===== src/common/clock_synth_unit_regs.vh =====
`ifndef CLOCK_SYNTH_UNIT_REGS_VH
`define CLOCK_SYNTH_UNIT_REGS_VH

// Field widths
`define CSU_TRIM_W      10
`define CSU_PS_W        3
`define CSU_CNT_W       13
`define CSU_NUM_W       8
`define CSU_DEN_W       16

// Reset values
`define CSU_TRIM_RST    10'h000
`define CSU_PS_RST      3'h0
`define CSU_SRC_SEL_RST 1'h0

// Reference source codes
`define CSU_SRC_RELAX   2'h0
`define CSU_SRC_XTAL    2'h1
`define CSU_SRC_EXT     2'h2

// Postscaler: divide by 2**field, field 0..5
`define CSU_PS_MAX      3'h5

// Frequency plan
`define CSU_PLL_MULT    8
`define CSU_CORE_MHZ    20
`define CSU_MAX_MHZ     32
`define CSU_TRIM_PPM    780

// Least reference period times postscale that keeps the output in range
`define CSU_MIN_PXS ((`CSU_CORE_MHZ*`CSU_PLL_MULT+`CSU_MAX_MHZ-1)/`CSU_MAX_MHZ)

// Rate generator scaling: den = period * CSU_SCALE
`define CSU_SCALE       4
`define CSU_NUM_2X_PLL  (2*`CSU_PLL_MULT*`CSU_SCALE)
`define CSU_NUM_3X_PLL  (3*`CSU_PLL_MULT*`CSU_SCALE)
`define CSU_NUM_3X_BYP  (3*`CSU_SCALE)

// Loss-of-reference timeout
`define CSU_LOSS_NS     204800
`define CSU_LOSS_CYC    ((`CSU_LOSS_NS*`CSU_CORE_MHZ)/1000)

// Lock sequencer states
`define CSU_ST_WAIT     2'h0
`define CSU_ST_MEAS     2'h1
`define CSU_ST_RUN      2'h2

`endif


===== src/core/clock_synth_unit.v =====
`timescale 1ns/1ps
`include "clock_synth_unit_regs.vh"

// How it works
// - Reference is relaxation oscillator, crystal, or external clock pin.
// - Bypass: double-rate output toggles on both reference edges.
// - Multiplied path: reference times eight, divided by the postscaler.
// - Postscale ratios limited to 1, 2, 4, 8, 16, 32.
// - Postscaler control is a 3-bit field.
// - System clock is double-rate clock divided by two, 50% duty.
// - Double-rate clock output feeds the system integration unit.
// - Separate triple-rate clock output feeds PWM and timers.
// - Postscale raised automatically so output never exceeds 32 MHz.
// - Reset leaves the source select cleared: relaxation oscillator.
// - Oscillator control trim field occupies bits 0 to 9.
// - Each trim step moves the relaxation oscillator about 0.078%.
// - Factory trim copied into flash option trim register after reset.
// - Loss of reference while multiplying forces safe shutdown.
// - Relaxation or crystal oscillator can be powered down.
// - Relaxation oscillator has a separate standby control.
// - Multiplier can be powered down independently.
module clock_synth_unit (
    // Clock and reset
    input  wire                   CORE_CLK,
    input  wire                   RESETN,
    input  wire                   CLK_EN,
    // Oscillator sources
    input  wire                   RELAX_OSC_IN,
    input  wire                   XTAL_OSC_IN,
    input  wire                   EXT_CLK_IN,
    // Source and multiplier control
    input  wire                   REF_SOURCE_SELECT,
    input  wire                   EXT_SOURCE_SEL,
    input  wire                   PLL_ENABLE,
    input  wire [`CSU_PS_W-1:0]   POSTSCALE,
    // Power control
    input  wire                   RELAX_POWER_DOWN,
    input  wire                   RELAX_STANDBY,
    input  wire                   XTAL_POWER_DOWN,
    input  wire                   PLL_POWER_DOWN,
    // Trim control
    input  wire                   OSC_TRIM_WR,
    input  wire [`CSU_TRIM_W-1:0] OSC_TRIM_DATA,
    input  wire [`CSU_TRIM_W-1:0] FACTORY_TRIM,
    // Status control
    input  wire                   LOSS_CLEAR,
    // Clock outputs
    output reg                    SYS2X_CLK,
    output reg                    SYS_CLK,
    output reg                    SYS3X_CLK,
    // Oscillator and trim outputs
    output reg  [`CSU_TRIM_W-1:0] OSC_TRIM,
    output reg  [`CSU_TRIM_W-1:0] FLASH_OPTION_TRIM,
    output reg                    RELAX_PD_OUT,
    output reg                    RELAX_STBY_OUT,
    output reg                    XTAL_PD_OUT,
    output reg                    PLL_PD_OUT,
    // Status
    output reg  [1:0]             SRC_ACTIVE,
    output reg                    PLL_ACTIVE,
    output reg                    PLL_LOCKED,
    output reg                    REF_LOSS,
    output reg                    SHUTDOWN_ACTIVE
);

    ////////////////////////////////////////////////////////////////////////
    // Functions

    // Clamp the postscale field and raise it until the output is in range
    function [`CSU_PS_W-1:0] eff_shift;
        input [`CSU_PS_W-1:0] sel;
        input [`CSU_CNT_W-1:0] period;
        reg   [`CSU_PS_W-1:0] s;
        reg   [`CSU_CNT_W+5:0] pxs;
        integer i;
        begin
            s = (sel > `CSU_PS_MAX) ? `CSU_PS_MAX : sel;
            for (i = 0; i < 6; i = i + 1) begin
                pxs = {6'h00, period} << s;
                if (pxs < `CSU_MIN_PXS && s < `CSU_PS_MAX)
                    s = s + 3'h1;
            end
            eff_shift = s;
        end
    endfunction

    // Select one synchronised source level
    function pick_level;
        input [1:0] src;
        input [2:0] lvl;
        begin
            case (src)
                `CSU_SRC_RELAX: pick_level = lvl[0];
                `CSU_SRC_XTAL:  pick_level = lvl[1];
                `CSU_SRC_EXT:   pick_level = lvl[2];
                default:        pick_level = 1'b0;
            endcase
        end
    endfunction

    ////////////////////////////////////////////////////////////////////////
    // Declarations

    reg  [2:0]             meta_r;
    reg  [2:0]             sync_r;
    reg                    lvl_d_r;
    reg  [1:0]             state_r;
    reg  [`CSU_CNT_W-1:0]  cnt_r;
    reg  [`CSU_CNT_W-1:0]  period_r;
    reg  [1:0]             src_r;
    reg                    pll_r;
    reg  [`CSU_PS_W-1:0]   ps_r;
    reg                    ref_loss_r;
    reg                    shut_r;
    reg                    fopt_done_r;

    wire [2:0]             gated_w;
    wire [1:0]             sel_src_w;
    wire                   use_pll_w;
    wire                   cfg_chg_w;
    wire                   ref_lvl_w;
    wire                   rise_w;
    wire                   fall_w;
    wire                   loss_w;
    wire                   run_w;
    wire [`CSU_PS_W-1:0]   shift_w;
    wire [`CSU_NUM_W-1:0]  num2x_w;
    wire [`CSU_NUM_W-1:0]  num3x_w;
    wire [`CSU_DEN_W-1:0]  den_w;
    wire                   tick2x_w;
    wire                   tick3x_w;
    wire                   tog2x_w;
    wire [`CSU_CNT_W-1:0]  loss_lim_w;
    wire [31:0]            n2x_full_w;
    wire [31:0]            n3x_full_w;
    wire [31:0]            lim_full_w;

    ////////////////////////////////////////////////////////////////////////
    // Source synchronisers

    // Raw pins reach only the synchroniser; a powered-down source has no edges
    assign gated_w = sync_r & {1'b1, ~XTAL_POWER_DOWN,
                               ~RELAX_POWER_DOWN};

    always @(posedge CORE_CLK or negedge RESETN) begin
        if (!RESETN) begin
            meta_r <= 3'h0;
            sync_r <= 3'h0;
        end else if (CLK_EN) begin
            meta_r <= {EXT_CLK_IN, XTAL_OSC_IN, RELAX_OSC_IN};
            sync_r <= meta_r;
        end
    end

    ////////////////////////////////////////////////////////////////////////
    // Source and path selection

    // External selection assumes software let that source settle
    assign sel_src_w = shut_r ? `CSU_SRC_RELAX :
                       !REF_SOURCE_SELECT ? `CSU_SRC_RELAX :
                       EXT_SOURCE_SEL ? `CSU_SRC_EXT : `CSU_SRC_XTAL;
    assign use_pll_w = PLL_ENABLE & ~PLL_POWER_DOWN & ~shut_r;
    assign cfg_chg_w = (sel_src_w != src_r) || (use_pll_w != pll_r) ||
                       (POSTSCALE != ps_r);

    assign ref_lvl_w = pick_level(src_r, gated_w);
    assign rise_w    = ref_lvl_w & ~lvl_d_r;
    assign fall_w    = ~ref_lvl_w & lvl_d_r;
    assign run_w     = (state_r == `CSU_ST_RUN);

    assign lim_full_w = `CSU_LOSS_CYC - 1;
    assign loss_lim_w = lim_full_w[`CSU_CNT_W-1:0];
    assign loss_w     = !rise_w && (cnt_r == loss_lim_w);

    ////////////////////////////////////////////////////////////////////////
    // Lock sequencer: wait for an edge, measure one period, then run

    always @(posedge CORE_CLK or negedge RESETN) begin
        if (!RESETN) begin
            state_r  <= `CSU_ST_WAIT;
            cnt_r    <= {`CSU_CNT_W{1'b0}};
            period_r <= {`CSU_CNT_W{1'b0}};
            src_r    <= `CSU_SRC_RELAX;
            pll_r    <= 1'b0;
            ps_r     <= `CSU_PS_RST;
            lvl_d_r  <= 1'b1;
        end else if (CLK_EN) begin
            if (cfg_chg_w) begin
                // Hold outputs and relock on the new configuration
                src_r   <= sel_src_w;
                pll_r   <= use_pll_w;
                ps_r    <= POSTSCALE;
                state_r <= `CSU_ST_WAIT;
                cnt_r   <= {`CSU_CNT_W{1'b0}};
                lvl_d_r <= 1'b1;
            end else begin
                lvl_d_r <= ref_lvl_w;
                if (loss_w) begin
                    state_r <= `CSU_ST_WAIT;
                    cnt_r   <= {`CSU_CNT_W{1'b0}};
                end else begin
                    case (state_r)
                        `CSU_ST_WAIT: begin
                            if (rise_w) begin
                                state_r <= `CSU_ST_MEAS;
                                cnt_r   <= {`CSU_CNT_W{1'b0}};
                            end else begin
                                cnt_r   <= cnt_r + 1'b1;
                            end
                        end
                        `CSU_ST_MEAS, `CSU_ST_RUN: begin
                            if (rise_w) begin
                                period_r <= cnt_r + 1'b1;
                                cnt_r    <= {`CSU_CNT_W{1'b0}};
                                state_r  <= `CSU_ST_RUN;
                            end else begin
                                cnt_r    <= cnt_r + 1'b1;
                            end
                        end
                        default: begin
                            state_r <= `CSU_ST_WAIT;
                            cnt_r   <= {`CSU_CNT_W{1'b0}};
                        end
                    endcase
                end
            end
        end
    end

    ////////////////////////////////////////////////////////////////////////
    // Loss detection and safety shutdown

    // A loss in the clearing cycle keeps the flag set
    always @(posedge CORE_CLK or negedge RESETN) begin
        if (!RESETN) begin
            ref_loss_r <= 1'b0;
            shut_r     <= 1'b0;
        end else if (CLK_EN) begin
            if (loss_w && !cfg_chg_w) begin
                ref_loss_r <= 1'b1;
                if (pll_r)
                    shut_r <= 1'b1;
            end else if (LOSS_CLEAR) begin
                ref_loss_r <= 1'b0;
                shut_r     <= 1'b0;
            end
        end
    end

    ////////////////////////////////////////////////////////////////////////
    // Rate generators

    assign shift_w = eff_shift(ps_r, period_r);
    assign n2x_full_w = `CSU_NUM_2X_PLL >> shift_w;
    assign n3x_full_w = pll_r ? (`CSU_NUM_3X_PLL >> shift_w)
                              : `CSU_NUM_3X_BYP;
    assign num2x_w = n2x_full_w[`CSU_NUM_W-1:0];
    assign num3x_w = n3x_full_w[`CSU_NUM_W-1:0];
    assign den_w   = {1'b0, period_r, 2'b00};

    rate_tick_gen gen2x (
        .clk  (CORE_CLK),
        .rstn (RESETN),
        .ce   (CLK_EN),
        .clr  (!run_w || cfg_chg_w || !pll_r),
        .num  (num2x_w),
        .den  (den_w),
        .tick (tick2x_w)
    );

    rate_tick_gen gen3x (
        .clk  (CORE_CLK),
        .rstn (RESETN),
        .ce   (CLK_EN),
        .clr  (!run_w || cfg_chg_w),
        .num  (num3x_w),
        .den  (den_w),
        .tick (tick3x_w)
    );

    // Bypass follows both reference edges so 2X equals the reference
    assign tog2x_w = run_w && !cfg_chg_w &&
                     (pll_r ? tick2x_w : (rise_w | fall_w));

    ////////////////////////////////////////////////////////////////////////
    // Clock outputs

    always @(posedge CORE_CLK or negedge RESETN) begin
        if (!RESETN) begin
            SYS2X_CLK <= 1'b0;
            SYS_CLK   <= 1'b0;
            SYS3X_CLK <= 1'b0;
        end else if (CLK_EN) begin
            if (tog2x_w) begin
                SYS2X_CLK <= ~SYS2X_CLK;
                if (!SYS2X_CLK)
                    SYS_CLK <= ~SYS_CLK;
            end
            if (run_w && !cfg_chg_w && tick3x_w)
                SYS3X_CLK <= ~SYS3X_CLK;
        end
    end

    ////////////////////////////////////////////////////////////////////////
    // Trim and flash option registers

    always @(posedge CORE_CLK or negedge RESETN) begin
        if (!RESETN) begin
            OSC_TRIM          <= `CSU_TRIM_RST;
            FLASH_OPTION_TRIM <= `CSU_TRIM_RST;
            fopt_done_r       <= 1'b0;
        end else if (CLK_EN) begin
            if (!fopt_done_r) begin
                FLASH_OPTION_TRIM <= FACTORY_TRIM;
                fopt_done_r       <= 1'b1;
            end
            // Boot code writes the factory value here
            if (OSC_TRIM_WR)
                OSC_TRIM <= OSC_TRIM_DATA;
        end
    end

    ////////////////////////////////////////////////////////////////////////
    // Power and status outputs

    always @(posedge CORE_CLK or negedge RESETN) begin
        if (!RESETN) begin
            RELAX_PD_OUT    <= 1'b0;
            RELAX_STBY_OUT  <= 1'b0;
            XTAL_PD_OUT     <= 1'b0;
            PLL_PD_OUT      <= 1'b0;
            SRC_ACTIVE      <= `CSU_SRC_RELAX;
            PLL_ACTIVE      <= 1'b0;
            PLL_LOCKED      <= 1'b0;
            REF_LOSS        <= 1'b0;
            SHUTDOWN_ACTIVE <= 1'b0;
        end else if (CLK_EN) begin
            // Shutdown keeps the relaxation oscillator alive
            RELAX_PD_OUT    <= RELAX_POWER_DOWN & ~shut_r;
            RELAX_STBY_OUT  <= RELAX_STANDBY & ~RELAX_POWER_DOWN;
            XTAL_PD_OUT     <= XTAL_POWER_DOWN;
            PLL_PD_OUT      <= PLL_POWER_DOWN;
            SRC_ACTIVE      <= src_r;
            PLL_ACTIVE      <= pll_r;
            PLL_LOCKED      <= pll_r && run_w;
            REF_LOSS        <= ref_loss_r;
            SHUTDOWN_ACTIVE <= shut_r;
        end
    end

endmodule


===== src/core/rate_tick_gen.v =====
`timescale 1ns/1ps
`include "clock_synth_unit_regs.vh"

module rate_tick_gen (
    // Clock and reset
    input  wire                    clk,
    input  wire                    rstn,
    input  wire                    ce,
    // Control
    input  wire                    clr,
    input  wire [`CSU_NUM_W-1:0]   num,
    input  wire [`CSU_DEN_W-1:0]   den,
    // Result
    output reg                     tick
);

    reg  [`CSU_DEN_W-1:0] acc_r;
    wire [`CSU_DEN_W:0]   sum_w;
    wire [`CSU_DEN_W:0]   rem_w;

    assign sum_w = {1'b0, acc_r} + {{(`CSU_DEN_W+1-`CSU_NUM_W){1'b0}}, num};
    assign rem_w = sum_w - {1'b0, den};

    // Emits num/den ticks per core cycle; rates above one tick a cycle saturate
    always @(posedge clk or negedge rstn) begin
        if (!rstn) begin
            acc_r <= {`CSU_DEN_W{1'b0}};
            tick  <= 1'b0;
        end else if (ce) begin
            if (clr || den == {`CSU_DEN_W{1'b0}}) begin
                acc_r <= {`CSU_DEN_W{1'b0}};
                tick  <= 1'b0;
            end else if (sum_w >= {1'b0, den}) begin
                tick  <= 1'b1;
                if (rem_w < {1'b0, den})
                    acc_r <= rem_w[`CSU_DEN_W-1:0];
                else
                    acc_r <= {`CSU_DEN_W{1'b0}};
            end else begin
                tick  <= 1'b0;
                acc_r <= sum_w[`CSU_DEN_W-1:0];
            end
        end
    end

endmodule


===== config.mk =====
export PLATFORM = sky130hd
export DESIGN_NAME = clock_synth_unit
export DESIGN_NICKNAME = d
export VERILOG_FILES = /design/src/core/clock_synth_unit.v /design/src/core/rate_tick_gen.v
export VERILOG_INCLUDE_DIRS = /design/src /design/src/common
export SDC_FILE = /design/constraint.sdc
export NUM_CORES = 1
export LEC_CHECK = 0
export BUFFER_PORTS_ARGS = -buffer_cell sky130_fd_sc_hd__buf_2
export CAP_MARGIN = 15
export CORE_ASPECT_RATIO = 1.1
export CORE_MARGIN = 5
export CORE_UTILIZATION = 50
export DETAILED_ROUTE_END_ITERATION = 10
export PLACE_DENSITY = 0.68
export SLEW_MARGIN = 10
export SYNTH_ARGS = -nofsm -noshare
export SYNTH_HDL_FRONTEND = slang
export SYNTH_SLANG_ARGS = --single-unit

===== constraint.sdc =====
create_clock -name CORE_CLK -period 17.68 [get_ports CORE_CLK]
set_clock_uncertainty 0.05 [all_clocks]
set_input_delay 1.768 -clock CORE_CLK [delete_from_list [all_inputs] [get_ports CORE_CLK]]
set_output_delay 1.768 -clock CORE_CLK [all_outputs]
set_load 0.005 [all_outputs]

# Word level (Yosys, flattened, before mapping)
# Cells that the tools add are included.
# word_totals
regBits	111
input_bits	38
out_inout_bits	33
word_cells	172
# op_classes
n_bitwise	20
add_sub_neg	11
n_lt_le_gt_ge	17
n_reduce_logical	38
shift	8
n_mux	37
eq_ne	11
# ops
operator	count
$lt 19x3->1 const B	6
$shl 13x3->19	6
$mux 16	6
$mux 13	4
$add 16x8->17	2
$ge 17x15->1	2
$lt 17x15->1	2
$sub 17x15->17	2
$mux 3	7
$add 3x1->3 const B	6
$lt 3x3->1 const B	6
$logic_not 16->1	1
$shr 7x3->8 const A	2
$mux 2	7
$add 13x1->13 const B	1
$eq 13x12->1 const B	1
$logic_and 1x1->1	12
$not 1->1	12
$reduce_and 2->1	6
$mux 1	10
$reduce_and 3->1	3
$mux 8	1
$ne 4x4->1 const B	2
$and 1x1->1	6
18 further kinds	29

# Depth between registers and ports, before layout
# Gate-level depths: netlist of run 1.
# depth
ltp_word	34
ltp_mapped	59
ltp_nobuf	56

# By module
# A second synthesis of run 1 with hierarchy kept.
# unflattened
cells_unflattened	1194
hier_area_um2	10510.1
# modules_own_cells
mod	seq_area_each_um2	n_inst	cells_per_inst	area_per_inst_um2
clock_synth_unit	1928.1	1	600	5505.3
rate_tick_gen	425.4	2	297	2502.4

# Worst setup path after synthesis of run 1
# OpenSTA, ideal clock, no wires.
# synth_path
path_kind	reg2reg
startpoint	register ps_r[0]
endpoint	register gen3x.acc_r[10]
path_buffers	3
synth_period_minus_slack_ns	11.132
stages_incl_launch_ff	55
required_ns	17.552
t_arrival_ns	11.004
slack_ns	6.548
setup_time_ns	0.078
path_cell_list	dfrtp_1 > buf_2 > buf_1 > a21oi_2 > inv_1 > ha_1 > o32ai_1 > a2111oi_2 > nor2_1 > and4_4 > a21oi_1 > nor2_1 > inv_1 > ha_1 > a311o_1 > nand3_1 > a21oi_1 > or4_1 > [... 19 more ...] > ha_1 > o21ai_0 > nand2b_1 > a21o_1 > a21o_1 > a21o_1 > a21o_1 > a21o_1 > a21o_1 > a21o_1 > a21oi_1 > o21bai_1 > a21o_1 > or3_1 > a221oi_1 > o21ai_0 > clkbuf_1 > o2bb2ai_1
# synth_between
elab_chain_len	34
word_cells_on_any_way	51
cone_classes	8 x add/sub; 15 x order compare; 1 x eq/ne; 7 x shift; 11 x mux; 9 x reduce/logical
# synth_rtl
item	line_no	rtl
start, declared	clock_synth_unit.v:112	reg [`CSU_PS_W-1:0] ps_r;
start signal, assigned	clock_synth_unit.v:185	ps_r <= `CSU_PS_RST;
$gt 3x3->1 (no line)	n/a	
$mux 3	clock_synth_unit.v:77	s = (sel > `CSU_PS_MAX) ? `CSU_PS_MAX : sel;
$shl 13x3->19	clock_synth_unit.v:79	pxs = {6'h00, period} << s;
$lt 19x3->1 (no line)	n/a	
$logic_and 1x1->1 (no line)	n/a	
$mux 3	clock_synth_unit.v:80	if (pxs < `CSU_MIN_PXS && s < `CSU_PS_MAX)
$shl 13x3->19	clock_synth_unit.v:79	
$lt 19x3->1 (no line)	n/a	
[... 18 more ...]	n/a	
$shr 7x3->8 (no line)	n/a	
$mux 8 (no line)	n/a	
$add 16x8->17	rate_tick_gen.v:21	assign sum_w = {1'b0, acc_r} + {{(`CSU_DEN_W+1-`CSU_NUM_W){1'b0}}, num};
$sub 17x15->17	rate_tick_gen.v:22	assign rem_w = sum_w - {1'b0, den};
$lt 17x15->1	rate_tick_gen.v:35	if (rem_w < {1'b0, den})
$mux 16	rate_tick_gen.v:35	
$mux 16	rate_tick_gen.v:33	end else if (sum_w >= {1'b0, den}) begin
$mux 16 *	rate_tick_gen.v:30	if (clr || den == {`CSU_DEN_W{1'b0}}) begin
end signal, assigned	rate_tick_gen.v:31	acc_r <= {`CSU_DEN_W{1'b0}};
end signal, assigned	rate_tick_gen.v:36	acc_r <= rem_w[`CSU_DEN_W-1:0];
end signal, assigned	rate_tick_gen.v:38	acc_r <= {`CSU_DEN_W{1'b0}};
end, declared	rate_tick_gen.v:17	reg [`CSU_DEN_W-1:0] acc_r;
# Every way passes the cells marked *; elsewhere a longest branch is shown, timed or not.
# A chain may end at the register's enable or synchronous reset.

# Worst setup path after layout of run 1
# layout_path
startpoint	register ps_r[2]
endpoint	register gen2x.acc_r[11]
# layout_between
elab_chain_len	33
word_cells_on_any_way	51
cone_classes	8 x add/sub; 15 x order compare; 1 x eq/ne; 7 x shift; 10 x mux; 10 x reduce/logical
# layout_rtl
item	line_no
$gt 3x3->1 (no line)	n/a
$mux 3	clock_synth_unit.v:77
$shl 13x3->19	clock_synth_unit.v:79
$lt 19x3->1 (no line)	n/a
$logic_and 1x1->1 (no line)	n/a
$mux 3	clock_synth_unit.v:80
$shl 13x3->19	clock_synth_unit.v:79
$lt 19x3->1 (no line)	n/a
[... 17 more ...]	n/a
$mux 3	clock_synth_unit.v:80
$shr 7x3->8 (no line)	n/a
$add 16x8->17	rate_tick_gen.v:21
$sub 17x15->17	rate_tick_gen.v:22
$lt 17x15->1	rate_tick_gen.v:35
$mux 16	rate_tick_gen.v:35
$mux 16	rate_tick_gen.v:33
$mux 16 *	rate_tick_gen.v:30
end signal, assigned	rate_tick_gen.v:31
end signal, assigned	rate_tick_gen.v:36
end signal, assigned	rate_tick_gen.v:38
end, declared	rate_tick_gen.v:17
# Marked as above.

==> flow_summary_export.csv, run 1 <==
group,metric,value,unit
run_status,outcome,"finished, final reports clean",
setup_path,worstPathRequired,17.83,ns
global_route,grt_max_degree,61,
power,ir_drop,0.0000594,V
cells_and_area,fillers,1707,
cells_and_area,fin_util,55.9,%
setup_path,cp_num_buf_inv,6,
clock_tree,insertion_delay,0.37,ns
setup_path,crit_fanout,22,
clock_tree,htreeDepth,3,
placed_design,gp_congestion,0.859,
setup_path,endpoint_kind,"flip-flop",
die,rows,52,
drt,wire_per_inst,17.7,um
global_route,grt_overflow_total,0,
sta,slew_violations,0,
clock_tree,hold_buffers,0,
synth,syn_area,9460,sq um
placed_design,dp_hpwl,17800,um
setup_path,critPathArrivalTime,13.39,ns
die,die_x,141,um
setup_path,criticalPathCategory,"flip-flop to flip-flop",
sta,finalHoldViolCount,0,
clock_tree,clockBufferDepth,2,
drt,drt_wl_total,23600,um
die,coreArea,18500,sq um
clock_tree,cts_resized,0,
global_route,grt_pass1_vias,7795,
drt,drtAntennaViolNets,0,
synth,yosysUniqueCellTypes,90,
synth,syn-num-nets,1156,
power,leakage,4.58,nW
setup_path,cp-start-kind,"flip-flop",
cells_and_area,layout-drive-gt1-share,15.4,%
cells_and_area,layout_common_cells,"dfrtp_1 (110), ha_1 (81), buf_2 (69)",
power,post-layout-total-power,0.626,mW
drt,dr.first_iter.drc_count,624,
synth,synth_edf_count,0,
drt,vias,8052,
die,pin_count,71,
synth,ys_async_sr_fraction,100,%
worst_hold_path,hold_path.class,"flip-flop to flip-flop",
synth,synth_ff_type,"dfrtp_1",
sta,min_period_over_period,74.9,%
sta,rsz0062_at_grt,"no",
drt,via_per_inst,6.05,
setup_path,r2r_setup_slack,4.44,ns
clock_tree,cts_root_buf,"clkbuf_16",
die,die-area,21800,sq um
clock_tree,clk_pin_slew,0.08,ns
synth,synth_warnings,0,
clock_tree,cts.sinks,111,
cells_and_area,antennaDiodeCount,0,
cells_and_area,multiInputGateArea,6300,sq um
sta,slew_headroom,25.4,%
setup_path,critPathSlowestCell,"o21bai_1",
clock_tree,post-cts-setup-buffer-count,0,
sta,finalSetupViolCount,0,
clock_tree,cts_tree,"done",
synth,synth_seq_area_share,29.4,%
synth,synth_seq_cells,111,
setup_path,cpPeakStageDelay,0.91,ns
sta,max_slew.worst_pin.slew,1.12,ns
cells_and_area,area_growth,9.29,%
cells_and_area,nNetsFinal,1206,
synth,syn_inst,1033,
drt,drc,0,
sta,max_freq,0.0755,GHz
placed_design,portBuffers,70,
sta,period_needed,13.24,ns
die,start_util,51.2,%
drt,drtPass1Iterations,5,
global_route,track_usage,21.7,%
die,fp.dieH,154,um
setup_path,path_delay_family,"compound AO/OA/AOI/OAI gates",
clock_tree,numCtsBuffers,9,
global_route,antenna_found_initial,0,
power,p_per_area,60.6,nW/um^2
sta,fin_setup_tns,0,ns
synth,synth_area_per_cell,9.15,sq um
global_route,grt_pass1_wl,39300,um
flow_run,drv_cap,0,
cells_and_area,layout_commonest_cell,"dfrtp_1",
cells_and_area,final-seq-area,2780,sq um
==> registers in the layout, summed over array words and instances (netlist names), 2 cells and up <==
name and count:
state_r 2, FLASH_OPTION_TRIM 10, src_r 2, SRC_ACTIVE 2, period_r 13, gen2x.acc_r 16, OSC_TRIM 10, gen3x.acc_r 16
sync_r 3, cnt_r 13, meta_r 3, ps_r 3
==> area by class of cell <==
| cell class | instances | area share, % |
|---|---|---|
| multi-input combinational | 826 | 60.9 |
| sequential | 111 | 26.9 |
| timing repair buffer | 77 | 3.92 |
| tap | 243 | 2.94 |
| clock buffer | 9 | 2.18 |
| inverter | 58 | 2.11 |
| clock inverter | 7 | 1.04 |
==> cell usage after synthesis, types with 4 or more instances <==
library cell    n  share of area [%]
nor2_1         60                2.4
a21o_1         31                2.5
nand2b_1       30                2.0
a21boi_0        7               0.56
a22oi_1         6               0.48
o21bai_1       11               0.87
ha_1           81                 11
xnor2_1        37                3.4
a32oi_1         4               0.37
o31ai_1         5               0.40
a21oi_1        47                2.5
fa_1            4               0.85
nor2b_1        21                1.4
nand2_1        50                2.0
or2_2           4               0.26
or3_1           6               0.40
clkinv_1        4               0.16
a2111oi_2       4               0.64
a211oi_1        9               0.71
buf_1           5               0.20
dfrtp_1       110                 29
nor3_1         19                1.0
nand3_1        40                2.1
a22o_1          5               0.46
o22ai_1         4               0.26
buf_2           5               0.26
a31oi_1        10               0.66
inv_1          51                2.0
o211ai_1        8               0.64
clkbuf_1       26                1.0
o21ai_1         5               0.26
and3_1         18                1.2
o21ai_0        55                2.9
mux2_2         39                4.6
nor4_1          4               0.26
mux2i_1        31                3.3
nand4_1        14               0.93
and2_1          6               0.40
o21a_1         11               0.87
xor2_1         33                3.1
o2bb2ai_1      33                3.1
==> worst reg2reg max path: cells and delay by family, from the launching register on <==
family | cells | cell delay (ns)
AOI/OAI and AO/OA | 27 | 6.44
xor gates and xnor gates | 2 | 0.45
adders and majority gates | 6 | 1.98
buffers and inverters | 6 | 0.96
DFF | 1 | 0.84
and+or+nand+nor | 9 | 2.36
==> power by group <==
part / internal, mW / switching (mW)
logic: 0.0534 / 0.0743
registers: 0.264 / 0.0102
clock network: 0.116 / 0.108
==> path summary, 6_finish.rpt <==
path	start	to	cells after the start
min in group asynchronous	RESETN	gen3x.acc_r[14]	1
min reg2reg	SYS_CLK	SYS_CLK	1
max in group asynchronous	RESETN	ps_r[0]	2
max	ps_r[2]	gen2x.acc_r[11]	50
max reg2reg	ps_r[2]	gen2x.acc_r[11]	50
min	SYS_CLK	SYS_CLK	1
==> logic make-up (layout without fill, tap and decap cells) <==
kind of cell               Yosys count  in the layout  synth area share, %
AOI/OAI and AO/OA                  306            306                 23.9
and+or+nand+nor                    293            293                 16.4
DFF                                111            111                 29.4
buffers and inverters               96            151                 4.04
adders and majority gates           85             85                 11.6
muxes                               72             72                 8.22
xor gates and xnor gates            70             70                 6.48
==> per-stage QoR <==
step	setup WS (ns)	hold slack, ns	instances	instance area, sq um
floorplan	6.55	0.388	1033	9460
global placement	4.76	0.401	1315	10000
detailed placement	4.67	0.403	1315	10000
CTS	4.53	0.425	1331	10300
global route	3.30	0.453	1331	10300
finish	4.44	0.424	1331	10300
==> layer usage <==
| layer | vias to the layer above | global-route usage, % | part of all wire (%) |
|---|---|---|---|
| li1 | 3971 | - | - |
| met1 | 3826 | 31.0 | 48 |
| met2 | 220 | 34.9 | 46 |
| met3 | 35 | 2.81 | 4.4 |
| met4 | 0 | 5.54 | 1.8 |
| met5 | - | 0 | 0 |
No activity file was read; power rests on OpenSTA's default activity.
==> run 2, diff against run 1 <==
--- a/config.mk
+++ b/config.mk
@@ -12,7 +12,7 @@
 export CORE_MARGIN = 5
 export CORE_UTILIZATION = 50
 export DETAILED_ROUTE_END_ITERATION = 10
-export PLACE_DENSITY = 0.68
+export PLACE_DENSITY = 0.71
 export SLEW_MARGIN = 10
 export SYNTH_ARGS = -nofsm -noshare
 export SYNTH_HDL_FRONTEND = slang
==> constraint.sdc (replaced) <==
create_clock -name CORE_CLK -period 11.5 [get_ports CORE_CLK]
set_clock_uncertainty 0.05 [all_clocks]
set_input_delay 1.15 -clock CORE_CLK [delete_from_list [all_inputs] [get_ports CORE_CLK]]
set_output_delay 1.15 -clock CORE_CLK [all_outputs]
set_load 0.005 [all_outputs]
==> run 2 against run 1 <==
Compared with the run above: largest cell class unchanged; hold slack got worse by 0.0029 ns; design area up 7.6%; non-clock buffer count increased by 56.
==> flow_summary_export.csv, run 2 (same netlist as run 1, synthesis figures left out) <==
group,metric,value,unit
run_status,outcome,"finished, final reports clean",
setup_path,worstReg2RegEnd,"gen3x.acc_r[10]",
sta,finalSetupViolCount,0,
setup_path,critPathSlowestCell,"or4_1",
worst_hold_path,hold_path.class,"flip-flop to flip-flop",
setup_path,cp_num_buf_inv,5,
setup_path,crit_fanout,8,
clock_tree,cts.sinks,111,
clock_tree,numCtsBuffers,9,
setup_path,crit_top_cell,"a21o_1",
drt,drtAntennaViolNets,0,
setup_path,ff2ff_path_depth,52,
cells_and_area,layout_common_cells,"dfrtp_1 (106), ha_1 (78), buf_2 (69)",
global_route,grt_max_degree,68,
die,rows,52,
cells_and_area,top_regs,"gen2x.acc_r: 16 flops, gen3x.acc_r: 16 flops",
sta,finalHoldViolCount,0,
setup_path,worstPathRequired,11.72,ns
cells_and_area,layout-drive-gt1-share,23.9,%
setup_path,endpoint_kind,"flip-flop",
setup_path,cpPeakStageDelay,0.50,ns
worst_hold_path,min_from,"SYS_CLK",
clock_tree,cts_root_buf,"clkbuf_16",
die,die-area,21800,sq um
power,p_per_area,87.4,nW/um^2
sta,period_needed,11.07,ns
sta,timing.hold.ws,0.421,ns
drt,via_per_inst,6.05,
setup_path,r2r_setup_slack,0.43,ns
cells_and_area,antennaDiodeCount,0,
placed_design,dpl.cell_count,1351,
die,die_x,141,um
sta,min_period_over_period,96.3,%
global_route,grt_pass1_wl,39200,um
die,coreArea,18500,sq um
clock_tree,clk_pin_slew,0.08,ns
cells_and_area,nNetsFinal,1262,
clock_tree,clockBufferDepth,2,
drt,wire_per_inst,17.8,um
setup_path,criticalPathCategory,"flip-flop to flip-flop",
cells_and_area,area_growth,17.6,%
power,ir_drop,0.0000917,V
global_route,antenna_found_initial,0,
sta,max_freq,0.0903,GHz
sta,slew_violations,0,
setup_path,rr_startpoint,"ps_r[1]",
drt,dr.first_iter.drc_count,504,
global_route,grt_overflow_total,0,
drt,drc,0,
placed_design,gp_congestion,0.951,
cells_and_area,layoutNonFillerInstCount,1387,
worst_hold_path,holdPathStages,1,
cells_and_area,layout_commonest_cell,"dfrtp_1",
drt,drt_wl_total,24600,um
sta,slew_headroom,44.9,%
die,pin_count,71,
setup_path,cp-start-kind,"flip-flop",
setup_path,path_delay_family,"compound AO/OA/AOI/OAI gates",
die,start_util,51.2,%
setup_path,critPathArrivalTime,11.29,ns
power,leakage,4.91,nW
sta,max_slew.worst_pin.slew,0.826,ns
flow_run,drv_cap,0,
clock_tree,cts_tree,"done",
clock_tree,htreeDepth,3,
global_route,track_usage,21.5,%
drt,vias,8393,
placed_design,dp_hpwl,17900,um
placed_design,portBuffers,70,
drt,drtPass1Iterations,5,
worst_hold_path,worstHoldEndpoint,"SYS_CLK",
global_route,grt_pass1_vias,7795,
clock_tree,insertion_delay,0.35,ns
die,fp.dieH,154,um
==> run 2: cell types whose count changed in the layout (fill, tap and decap cells not counted), sizes merged <==
cell and delta:
clkinv -1, buf +56, bufinv -1, inv +2
==> run 2: what timing repair did <==
item,CTS,global route
buffers inserted,0,20
setup endpoints to repair,14,32
pin swaps,0,18
resized for setup,1,68
hold buffers,0,0
==> run 2: metrics by stage <==
stage | utilization (%) | area (sq um) | setup TNS (ns) | power [mW] | setup WS [ns]
after global placement | 55.6 | 10300 | 0 | 0.635 | 0.139
after CTS | 57.3 | 10600 | 0 | 0.955 | 0.000789
final | 60.2 | 11100 | 0 | 0.972 | 0.428
after global routing | 60.2 | 11100 | -2.26 | 1.02 | -0.150
after detailed placement | 55.6 | 10300 | -1.15 | 0.638 | -0.106
after floorplan | - | 9460 | 0 | 0.563 | 0.368
==> run 2: worst reg2reg max path, delay by kind of cell, from the launching register on <==
kind / cells / cell delay, ns
AO/OA/AOI/OAI: 27 / 5.02
XOR/XNOR: 1 / 0.17
adder cells (fa/ha/maj): 6 / 1.87
buffers and inverters: 5 / 0.72
flip-flops: 1 / 0.46
multiplexers: 2 / 0.60
AND/OR/NAND/NOR: 11 / 2.10
==> run 2: cell type report <==
class | count | area (sq um)
fillers | 1590 | 7350
well taps | 243 | 304
flip-flops and latches | 111 | 2780
inverters | 58 | 218
repair buffers | 133 | 851
multi-input cells | 826 | 6660
clock buffers | 9 | 225
clock inverters | 7 | 81.3
==> run 2: where the power goes <==
part           switching (mW)  internal [mW]
Combinational           0.131          0.106
Clock                   0.160          0.156
Sequential             0.0118          0.407
==> run 2: worst max path at each step <==
stage	startpoint	endpoint	slack, ns	depth (start not counted)
global route	ps_r[2]	gen3x.acc_r[9]	-0.15	53
floorplan	ps_r[0]	gen3x.acc_r[10]	0.37	54
CTS	period_r[1]	gen3x.acc_r[7]	0.0008	51
finish	ps_r[1]	gen3x.acc_r[10]	0.43	52
detailed placement	period_r[1]	gen2x.acc_r[14]	-0.11	48
global placement	ps_r[0]	gen2x.acc_r[7]	0.14	50
==> run 2: layer usage <==
layer	vias up	track usage, %	part of all wire, %
met5	-	0	0
met1	4024	29.4	45
li1	4052	-	-
met2	266	35.7	47
met3	51	2.69	5.6
met4	0	6.46	2.4
